--- config.mk ---
export PLATFORM = sky130hd
export DESIGN_NAME = inw_core
export DESIGN_NICKNAME = d
export VERILOG_FILES = /design/src/inw_pkg.sv /design/src/inw_core.sv
export SDC_FILE = /design/constraint.sdc
export NUM_CORES = 1
export LEC_CHECK = 0
export BUFFER_PORTS_ARGS = -buffer_cell sky130_fd_sc_hd__clkbuf_2
export CORE_MARGIN = 2
export CORE_UTILIZATION = 45
export CTS_BUF_LIST = sky130_fd_sc_hd__clkbuf_8
export DETAILED_ROUTE_END_ITERATION = 16
export GPL_ROUTABILITY_DRIVEN = 0
export PLACE_DENSITY_LB_ADDON = 0.2
export SYNTH_ARGS = -nofsm -noshare
export SYNTH_HDL_FRONTEND = slang
export SYNTH_SLANG_ARGS = --single-unit
export TNS_END_PERCENT = 100
--- constraint.sdc ---
create_clock -name core_clk -period 1.88 [get_ports core_clk]
set_input_delay 0.094 -clock core_clk [delete_from_list [all_inputs] [get_ports core_clk]]
set_output_delay 0.094 -clock core_clk [all_outputs]
set_load 0.02 [all_outputs]
--- src/inw_pkg.sv ---
// Package for the interrupt nesting and wake-up qualifier
package inw_pkg;
    localparam int          NUM_SRC       = 8;
    localparam int          VEC_W         = 8;
    localparam logic [7:0]  VEC_SPURIOUS  = 8'h80;
    localparam logic [7:0]  VEC_PIN       = 8'hf4;
    localparam logic [7:0]  VEC_SRC_TOP   = 8'hf0;
    localparam logic [7:0]  VEC_STEP      = 8'h02;
    localparam logic [7:0]  VEC_RST       = 8'h80;
    localparam logic [1:0]  LEVEL_NONE    = 2'h0;
    localparam logic [1:0]  LEVEL_MASK    = 2'h1;
    localparam logic [1:0]  LEVEL_PIN     = 2'h2;

    typedef struct packed {
        logic maskI;
        logic maskX;
    } inw_flags_s;

    typedef struct packed {
        logic       valid;
        logic [7:0] vecLow;
    } inw_vec_s;
endpackage

--- src/inw_core.sv ---
// Nesting priority, vector supply and wake-up qualification
`timescale 1ns/10ps
// Notes on behaviour
// - A maskable service routine may be preempted by an unmasked pin request, or by any qualified maskable request once maskI is cleared, whatever its priority.
// - With the maskable mask still set, no maskable request preempts a running routine.
// - Every maskable request can wake the core from stop or wait.
// - Maskable wake-up qualification uses the same enable and mask conditions as run mode; the pin wake-up ignores maskX.
// - With the maskable mask set no maskable request produces a wake-up.
// - The stop wake-up path uses only asynchronous requests and no clocked logic.
// - The pin-level request wakes the core at any time, even with its mask set.
// - A masked pin-level wake-up gets no vector, so its routine is not entered.
// - After a masked pin-level wake-up the core resumes after the sleep instruction.
// - The higher vector address wins, and non-maskable requests outrank all maskable ones.
// - A request withdrawn before the vector fetch yields the spurious vector at base plus 0x80.
module inw_core #(
    parameter int NSRC = inw_pkg::NUM_SRC
) (
    // Clock and reset
    input  wire logic                 core_clk,
    input  wire logic                 arst_n,
    // Requests and enables
    input  wire logic [NSRC-1:0]      srcReq,
    input  wire logic [NSRC-1:0]      srcEnable,
    input  wire logic                 pinLevelRequest_n,
    // Core side
    input  wire inw_pkg::inw_flags_s  cpuConditionFlags,
    input  wire logic                 vecFetch,
    output logic                      irqPending,
    output inw_pkg::inw_vec_s         vecOut,
    output logic                      resumeNoVector,
    output logic                      wakeUp
);
    import inw_pkg::*;

    logic [1:0]      pinSync;
    logic [NSRC-1:0] srcSync0;
    logic [NSRC-1:0] srcSync;
    logic            pinAsync;
    logic            pinReq;
    logic [NSRC-1:0] qualified;
    logic [NSRC-1:0] qualifiedAsync;
    logic            anyMaskable;
    logic            pinTaken;
    logic [7:0]      winVec;
    logic [1:0]      curLevel;
    logic            preempt;
    inw_vec_s        next_vecOut;

    // Lowest index is highest vector address
    function automatic logic [7:0] pick_vec(input logic [NSRC-1:0] q);
        logic [7:0] v;
        v = VEC_SPURIOUS;
        for (int i = NSRC - 1; i >= 0; i--) begin
            if (q[i]) begin
                v = VEC_SRC_TOP - 8'(i) * VEC_STEP;
            end
        end
        return v;
    endfunction

    // Wake path is raw gates so it works with every clock stopped
    assign pinAsync       = ~pinLevelRequest_n;
    assign qualifiedAsync = srcReq & srcEnable & {NSRC{~cpuConditionFlags.maskI}};
    assign wakeUp         = pinAsync | (|qualifiedAsync);

    assign pinReq      = pinSync[1];
    assign qualified   = srcSync & srcEnable & {NSRC{~cpuConditionFlags.maskI}};
    assign anyMaskable = |qualified;
    assign pinTaken    = pinReq & ~cpuConditionFlags.maskX;
    assign winVec      = pinTaken ? VEC_PIN : pick_vec(qualified);
    assign preempt     = (pinTaken & (curLevel != LEVEL_PIN)) | (anyMaskable & (curLevel == LEVEL_NONE));

    always_comb begin
        next_vecOut = vecOut;
        if (vecFetch) begin
            next_vecOut.valid  = 1'b1;
            next_vecOut.vecLow = winVec;
        end else begin
            next_vecOut.valid = 1'b0;
        end
    end

    always_ff @(posedge core_clk or negedge arst_n) begin
        if (!arst_n) begin
            pinSync  <= 2'h0;
            srcSync0 <= '0;
            srcSync  <= '0;
        end else begin
            pinSync  <= {pinSync[0], pinAsync};
            srcSync0 <= srcReq;
            srcSync  <= srcSync0;
        end
    end

    // Level tracks the class being served; clearing the mask reopens nesting
    always_ff @(posedge core_clk or negedge arst_n) begin
        if (!arst_n) begin
            curLevel <= LEVEL_NONE;
        end else if (vecFetch) begin
            curLevel <= pinTaken ? LEVEL_PIN : (anyMaskable ? LEVEL_MASK : curLevel);
        end else if (curLevel == LEVEL_MASK && !cpuConditionFlags.maskI) begin
            curLevel <= LEVEL_NONE;
        end
    end

    always_ff @(posedge core_clk or negedge arst_n) begin
        if (!arst_n) begin
            vecOut         <= '{valid: 1'b0, vecLow: VEC_RST};
            irqPending     <= 1'b0;
            resumeNoVector <= 1'b0;
        end else begin
            vecOut         <= next_vecOut;
            irqPending     <= preempt;
            resumeNoVector <= pinReq & cpuConditionFlags.maskX;
        end
    end

    property p_masked_pin_no_vector;
        @(posedge core_clk) disable iff (!arst_n)
        (vecFetch && !pinTaken && !anyMaskable) |=> (vecOut.vecLow == 8'h80);
    endproperty
    a_masked_pin_no_vector: assert property (p_masked_pin_no_vector) else $error("spurious vector missing");

    property p_pin_wins;
        @(posedge core_clk) disable iff (!arst_n)
        (vecFetch && pinTaken) |=> (vecOut.valid && vecOut.vecLow == 8'hf4);
    endproperty
    a_pin_wins: assert property (p_pin_wins) else $error("pin request lost priority");

    property p_mask_blocks_wake;
        @(posedge core_clk) disable iff (!arst_n)
        (cpuConditionFlags.maskI && pinLevelRequest_n) |-> !wakeUp;
    endproperty
    a_mask_blocks_wake: assert property (p_mask_blocks_wake) else $error("masked wake-up");

    property p_pin_wakes;
        @(posedge core_clk) disable iff (!arst_n)
        !pinLevelRequest_n |-> wakeUp;
    endproperty
    a_pin_wakes: assert property (p_pin_wakes) else $error("pin did not wake");

    property p_no_nest_masked;
        @(posedge core_clk) disable iff (!arst_n)
        (curLevel == LEVEL_MASK && !pinTaken) |=> !irqPending;
    endproperty
    a_no_nest_masked: assert property (p_no_nest_masked) else $error("maskable nested while masked");

    property p_resume_masked;
        @(posedge core_clk) disable iff (!arst_n)
        (pinReq && cpuConditionFlags.maskX) |=> resumeNoVector;
    endproperty
    a_resume_masked: assert property (p_resume_masked) else $error("no resume flag");

    property p_unmask_nest;
        @(posedge core_clk) disable iff (!arst_n)
        (curLevel == LEVEL_MASK && !cpuConditionFlags.maskI && !vecFetch) |=> (curLevel == LEVEL_NONE);
    endproperty
    a_unmask_nest: assert property (p_unmask_nest) else $error("nesting not reopened");

    property p_wake_qual;
        @(posedge core_clk) disable iff (!arst_n)
        (|(srcReq & srcEnable) && !cpuConditionFlags.maskI) |-> wakeUp;
    endproperty
    a_wake_qual: assert property (p_wake_qual) else $error("qualified source did not wake");

    // A fetch already under way when a masked pin wakes must not enter its routine
    property p_pin_masked_vec;
        @(posedge core_clk) disable iff (!arst_n)
        (vecFetch && pinReq && cpuConditionFlags.maskX) |=> (vecOut.vecLow != VEC_PIN);
    endproperty
    a_pin_masked_vec: assert property (p_pin_masked_vec) else $error("masked pin got its vector");

    property p_fetch_answers;
        @(posedge core_clk) disable iff (!arst_n)
        vecFetch |=> vecOut.valid;
    endproperty
    a_fetch_answers: assert property (p_fetch_answers) else $error("fetch got no vector");

    property p_no_fetch_no_valid;
        @(posedge core_clk) disable iff (!arst_n)
        !vecFetch |=> !vecOut.valid;
    endproperty
    a_no_fetch_no_valid: assert property (p_no_fetch_no_valid) else $error("vector without fetch");

    property p_mask_no_pending;
        @(posedge core_clk) disable iff (!arst_n)
        (cpuConditionFlags.maskI && !pinTaken) |=> !irqPending;
    endproperty
    a_mask_no_pending: assert property (p_mask_no_pending) else $error("masked request pending");

    property p_unmasked_nest;
        @(posedge core_clk) disable iff (!arst_n)
        (anyMaskable && curLevel == LEVEL_NONE) |=> irqPending;
    endproperty
    a_unmasked_nest: assert property (p_unmasked_nest) else $error("unmasked request not pending");

    property p_pin_preempts;
        @(posedge core_clk) disable iff (!arst_n)
        (pinTaken && curLevel != LEVEL_PIN) |=> irqPending;
    endproperty
    a_pin_preempts: assert property (p_pin_preempts) else $error("pin request did not preempt");

    // No return signal exists, so the pin level leaves only through reset or a fetch won by a qualified maskable request
    property p_pin_level_holds;
        @(posedge core_clk) disable iff (!arst_n)
        (curLevel == LEVEL_PIN) |=> (curLevel == LEVEL_PIN);
    endproperty
    a_pin_level_holds: assert property (p_pin_level_holds) else $error("pin level dropped");

    property p_maskable_vec_range;
        @(posedge core_clk) disable iff (!arst_n)
        (vecFetch && !pinTaken && anyMaskable) |=> (vecOut.vecLow <= VEC_SRC_TOP && vecOut.vecLow > VEC_SPURIOUS);
    endproperty
    a_maskable_vec_range: assert property (p_maskable_vec_range) else $error("maskable vector out of range");

    property p_resume_clear;
        @(posedge core_clk) disable iff (!arst_n)
        (!pinReq || !cpuConditionFlags.maskX) |=> !resumeNoVector;
    endproperty
    a_resume_clear: assert property (p_resume_clear) else $error("stale resume flag");

    property p_enable_blocks_wake;
        @(posedge core_clk) disable iff (!arst_n)
        (pinLevelRequest_n && !(|(srcReq & srcEnable))) |-> !wakeUp;
    endproperty
    a_enable_blocks_wake: assert property (p_enable_blocks_wake) else $error("disabled source woke");
endmodule // inw_core

Yosys cells after proc, flatten, opt, wreduce, memory -nomap -nowiden
Cells that the tools add are included.
W data, S select, Z words.
- shift operators: 0
- $add $sub $neg: 0
- reductions and logical operators: 7
- div/mod/pow operators: 0
- eq/ne operators: 3
- bitwise operators: 13
- $lt $le $gt $ge: 0
- mux-type cells: 14
- multiply operators: 0
- operators with widths (kind ; count):
    $mux W8 ; 5
    $and A8 B8 Y8 ; 4
    $mux W7 ; 4
    $reduce_or A8 Y1 ; 2
    $mux W2 ; 4
    $and A1 B1 Y1 ; 4
    $ne A3 B1 Y1 const B ; 1
    $not A1 Y1 ; 3
    $eq A2 B1 Y1 const B ; 1
    $logic_not A2 Y1 ; 1
    $ne A2 B2 Y1 const B ; 1
    $or A1 B1 Y1 ; 2
    $reduce_and A2 Y1 ; 1
    $reduce_bool A2 Y1 ; 1
    $logic_and A1 B1 Y1 ; 1
    $logic_not A1 Y1 ; 1
    $mux W1 ; 1
- memory bits (writable): 0
- memories kept: 0
- flip-flop bits (word level): 31
- output and inout bits: 12
- latch bits: 0
- memory bits (read-only): 0

Depth between registers and ports, before layout
- depth in word-level cells: 11
- mapped depth: 5
- gate-level depth less buffers: 4

Worst setup path before layout
Ideal clock, no wire load.
- path type: reg2reg
- start: register srcSync[1]
- end: register curLevel[0]
- data required time: 1.756 ns
- arrival time: 0.999 ns
- cell stages (with the launch flop): 5
- path slack: 0.757 ns
- path buffers: 0
- library setup time: 0.124 ns
- path through: dfrtp_1 a22oi_1 a41oi_2 o211ai_1 nand2_1
- word-level cells in the longest chain between the ends: 5
- ends and longest elaborated chain (item ; line ; RTL):
    from (decl) ; inw_core.sv:37 ; logic [NSRC-1:0] srcSync;
    from (signal assigned) ; inw_core.sv:91 ; srcSync <= srcSync0;
    $and A8 B8 Y8 (2 in series) ; inw_core.sv:67 ; assign qualified = srcSync & srcEnable & {NSRC{~cpuConditionFlags.maskI}};
    $reduce_or A8 Y1 ; inw_core.sv:68 ; assign anyMaskable = |qualified;
    $ne A3 B1 Y1 (no line) ; - ;
    $reduce_and A2 Y1 (no line) ; - ;
    to (signal assigned) ; inw_core.sv:100 ; curLevel <= pinTaken ? LEVEL_PIN : (anyMaskable ? LEVEL_MASK : curLevel);
    to (decl) ; inw_core.sv:45 ; logic [1:0] curLevel;
No other way between the ends.
A chain may end at the register's enable or synchronous reset.

Worst setup path in the final report
- start: input port srcReq[2]
- end: output port wakeUp
- word-level cells in the longest chain between the ends: 4
- ends and longest elaborated chain (item ; line ; RTL):
    from (decl) ; inw_core.sv:22 ; input wire logic [NSRC-1:0] srcReq,
    $and A8 B8 Y8 (2 in series) ; inw_core.sv:63 ; assign qualifiedAsync = srcReq & srcEnable & {NSRC{~cpuConditionFlags.maskI}};
    $reduce_or A8 Y1 ; inw_core.sv:64 ; assign wakeUp = pinAsync | (|qualifiedAsync);
    $or A1 B1 Y1 ; inw_core.sv:64 ;
    to (decl) ; inw_core.sv:31 ; output logic wakeUp
No other way between the ends.

==> results.txt <==
Pin count of the biggest net entering global routing: 29
Req. time, crit path: 1.79 ns
Setup TNS: 0 ns
Drt via density: 5.16
Max cap viols: 0
Crit-path max FO: 2
Fin crit share: 77.7%
CORE AREA: 2230 um^2
Worst hold slack: 0.0940 ns
Clk root buf: clkbuf_8
Resized Gates After CTS: 0
Die Area: 2790 um^2
P_leak: 0.000655 uW
Worst path cell trace: dlygate4sd3_1 -> clkbuf_2 -> a22oi_1 -> a41o_1 -> nand2_1 -> clkbuf_2
Worst reg2reg path depth: 4
Storage cell area: 701 um^2
Slew HR: 55.3%
Wire per inst: 13.6 um
CP endpoint: wakeUp
Fmax: 685 MHz
Power per cell area: 849 nW/um^2
Dpl hpwl: 1480 um
HP Class: in2reg
Reg2reg start: srcSync[5]
Mean Syn Cell Area: 13.2 um^2
Diodes inserted: 0
Share of the synthesized area in the top cell type: 65.4%
TritonCTS Sinks: 28
Fillcell total: 179
Share of cells above drive strength 1: 32.5%
Deepest clock path buffer count: 2
Final Hold Fails: 0
Count of input and output buffers: 31
Critical Path Max Stage Delay: 0.55 ns
Seq/Total Area, Yosys: 65.4%
CP Class: in2out
Worst reg2reg setup slack: 0.63 ns
Nets: 144
Worst-Margin Slew: 0.670 ns
Synth top area cells: dfrtp_1 65%, a22oi_1 4.9%, nand2_1 2.5%
Final worst clock skew: 0.00153 ns
Clk_lat worst skew: 0.27 ns
Drt initial violations: 14
# DRC: 0
Clock-pin slew on the worst setup and hold paths: 0.08 ns
Die boundary height: 52.8 um
Final wirelength: 2010 um
Antenna-violating nets left: 0
Cells after Synth: 81
Area growth syn-to-layout: 27.3%
Critical-path top delay cell: dlygate4sd3_1
Final setup viols: 0
CP most frequent cell: clkbuf_2
Drt pass-1 iters: 4
Post-CTS setup buffers: 0
CTS tree: done
Vias in the first global route: 775
Total GRT Usage: 17.7%
Non-Filler Instances: 148
Cts hold-fix bufs: 10
Status: finished clean
Grt ovf: 0
Crit path from: srcReq[2]
First-pass GRT wire length: 3440 um
Worst path arrival time: 1.37 ns
Num rows: 17
Starting Density: 48.0%
Critical Path Start Type: primary input
H-tree levels: 1
Die width: 52.8 um
Max-slew violations: 0
I/O pin count: 34
Area of the multi-input gates: 318 um^2
Warnings, synthesis: 0
Post-synth cell types: 27
DR vias: 764
RSZ-0062 raised after global routing: false
Initial antenna violation count: 0
Dpl cells: 135
Final min period: 1.46 ns
Post-Syn Nets: 103
Maximum ir drop on the vdd rail: 0.000601 V
Syn Std Cell Area: 1070 um^2
R2R Path End: curLevel[0]
CTS Buf Count: 3
FF+latch count, synth: 28
Critical path capture point type: output pin
Post-synth top area cell: dfrtp_1
-- Yosys cell counts, drive strengths merged --
| master | count |
|---|---|
| nand2 | 7 |
| nor2b | 1 |
| dfrtp | 28 |
| a31o | 1 |
| a22oi | 8 |
| nor4b | 1 |
| nor2 | 6 |
| a31oi | 1 |
| a41oi | 1 |
| and2 | 1 |
| a41o | 1 |
| nand2b | 1 |
| buf | 5 |
| a32o | 2 |
| inv | 3 |
| o2bb2ai | 1 |
| o22ai | 1 |
| conb | 2 |
| o211ai | 3 |
| a21oi | 3 |
| a22o | 2 |
| nor3b | 1 |
| o21a | 1 |
-- kinds of logic after synthesis --
| group | synth area share (%) |
|---|---|
| simple gates | 9.93 |
| flops | 65.4 |
| buf+inv | 4.91 |
| other cells | 0.701 |
| compound gates | 19.0 |
-- where the power goes --
part | internal, uW | leakage (uW) | switching, uW
combinational | 78.9 | 0.000302 | 105
sequential | 644 | 0.000332 | 20.4
clock | 144 | 0.0000216 | 166
total | 867 | 0.000655 | 292
-- worst max-delay path, delay by kind of cell --
family                 cells  cell delay, ns
AO/OA/AOI/OAI              2            0.42
buffers and inverters      3            0.81
AND/OR/NAND/NOR            1            0.05
-- sequential cells by signal, indices dropped and copies added (netlist names) --
name            cells
pinSync             2
irqPending          1
resumeNoVector      1
srcSync0            8
srcSync             8
vecOut              6
curLevel            2
-- cell type report --
class | instances | share of cell area [%]
sequential | 28 | 51.4
multi-input combinational | 45 | 23.3
timing repair buffer | 41 | 18.7
clock buffer | 3 | 3.03
tap | 28 | 2.57
inverter | 3 | 1.01
-- per-layer routing --
| metal | vias up | track usage, % | routed length [um] |
|---|---|---|---|
| li1 | 365 | - | - |
| met1 | 364 | 22.3 | 873 |
| met2 | 29 | 28.1 | 983 |
| met3 | 6 | 3.43 | 98 |
| met4 | 0 | 10.3 | 57 |
| met5 | - | 0 | 0 |
-- stage by stage --
step	total power (uW)	instance area (um^2)	setup WS, ns	utilization (%)
after floorplan	777	1070	0.757	-
after global placement	841	1220	0.680	54.7
after detailed placement	847	1220	0.645	54.7
after CTS	1170	1360	0.425	61.1
after global routing	1220	1360	0.320	61.1
final	1160	1360	0.420	61.1
-- layout by cell type (no fill, tap or decap), drive strengths merged --
master	instances
o21a	1
dlygate4sd3	10
conb	2
a32o	2
a22oi	8
nor2	6
nor2b	1
a41oi	1
and2	1
a22o	2
inv	3
o22ai	1
nor4b	1
nor3b	1
o2bb2ai	1
nand2	7
nand2b	1
a31oi	1
dfrtp	28
a21oi	3
o211ai	3
clkbuf	34
a31o	1
a41o	1
-- worst min-delay path by stage --
stage	startpoint	to	slack, ns	depth (start not counted)
3_3_place_gp	arst_n	vecOut[8]	0.16	1
4_1_cts	cpuConditionFlags[0]	resumeNoVector	0.09	2
6_report	cpuConditionFlags[0]	resumeNoVector	0.09	2
2_1_floorplan	arst_n	curLevel[0]	-0.20	0
5_1_grt	cpuConditionFlags[0]	resumeNoVector	0.1	2
3_5_place_dp	arst_n	vecOut[4]	0.17	1
Note: power is estimated with default switching activity, not from simulation.
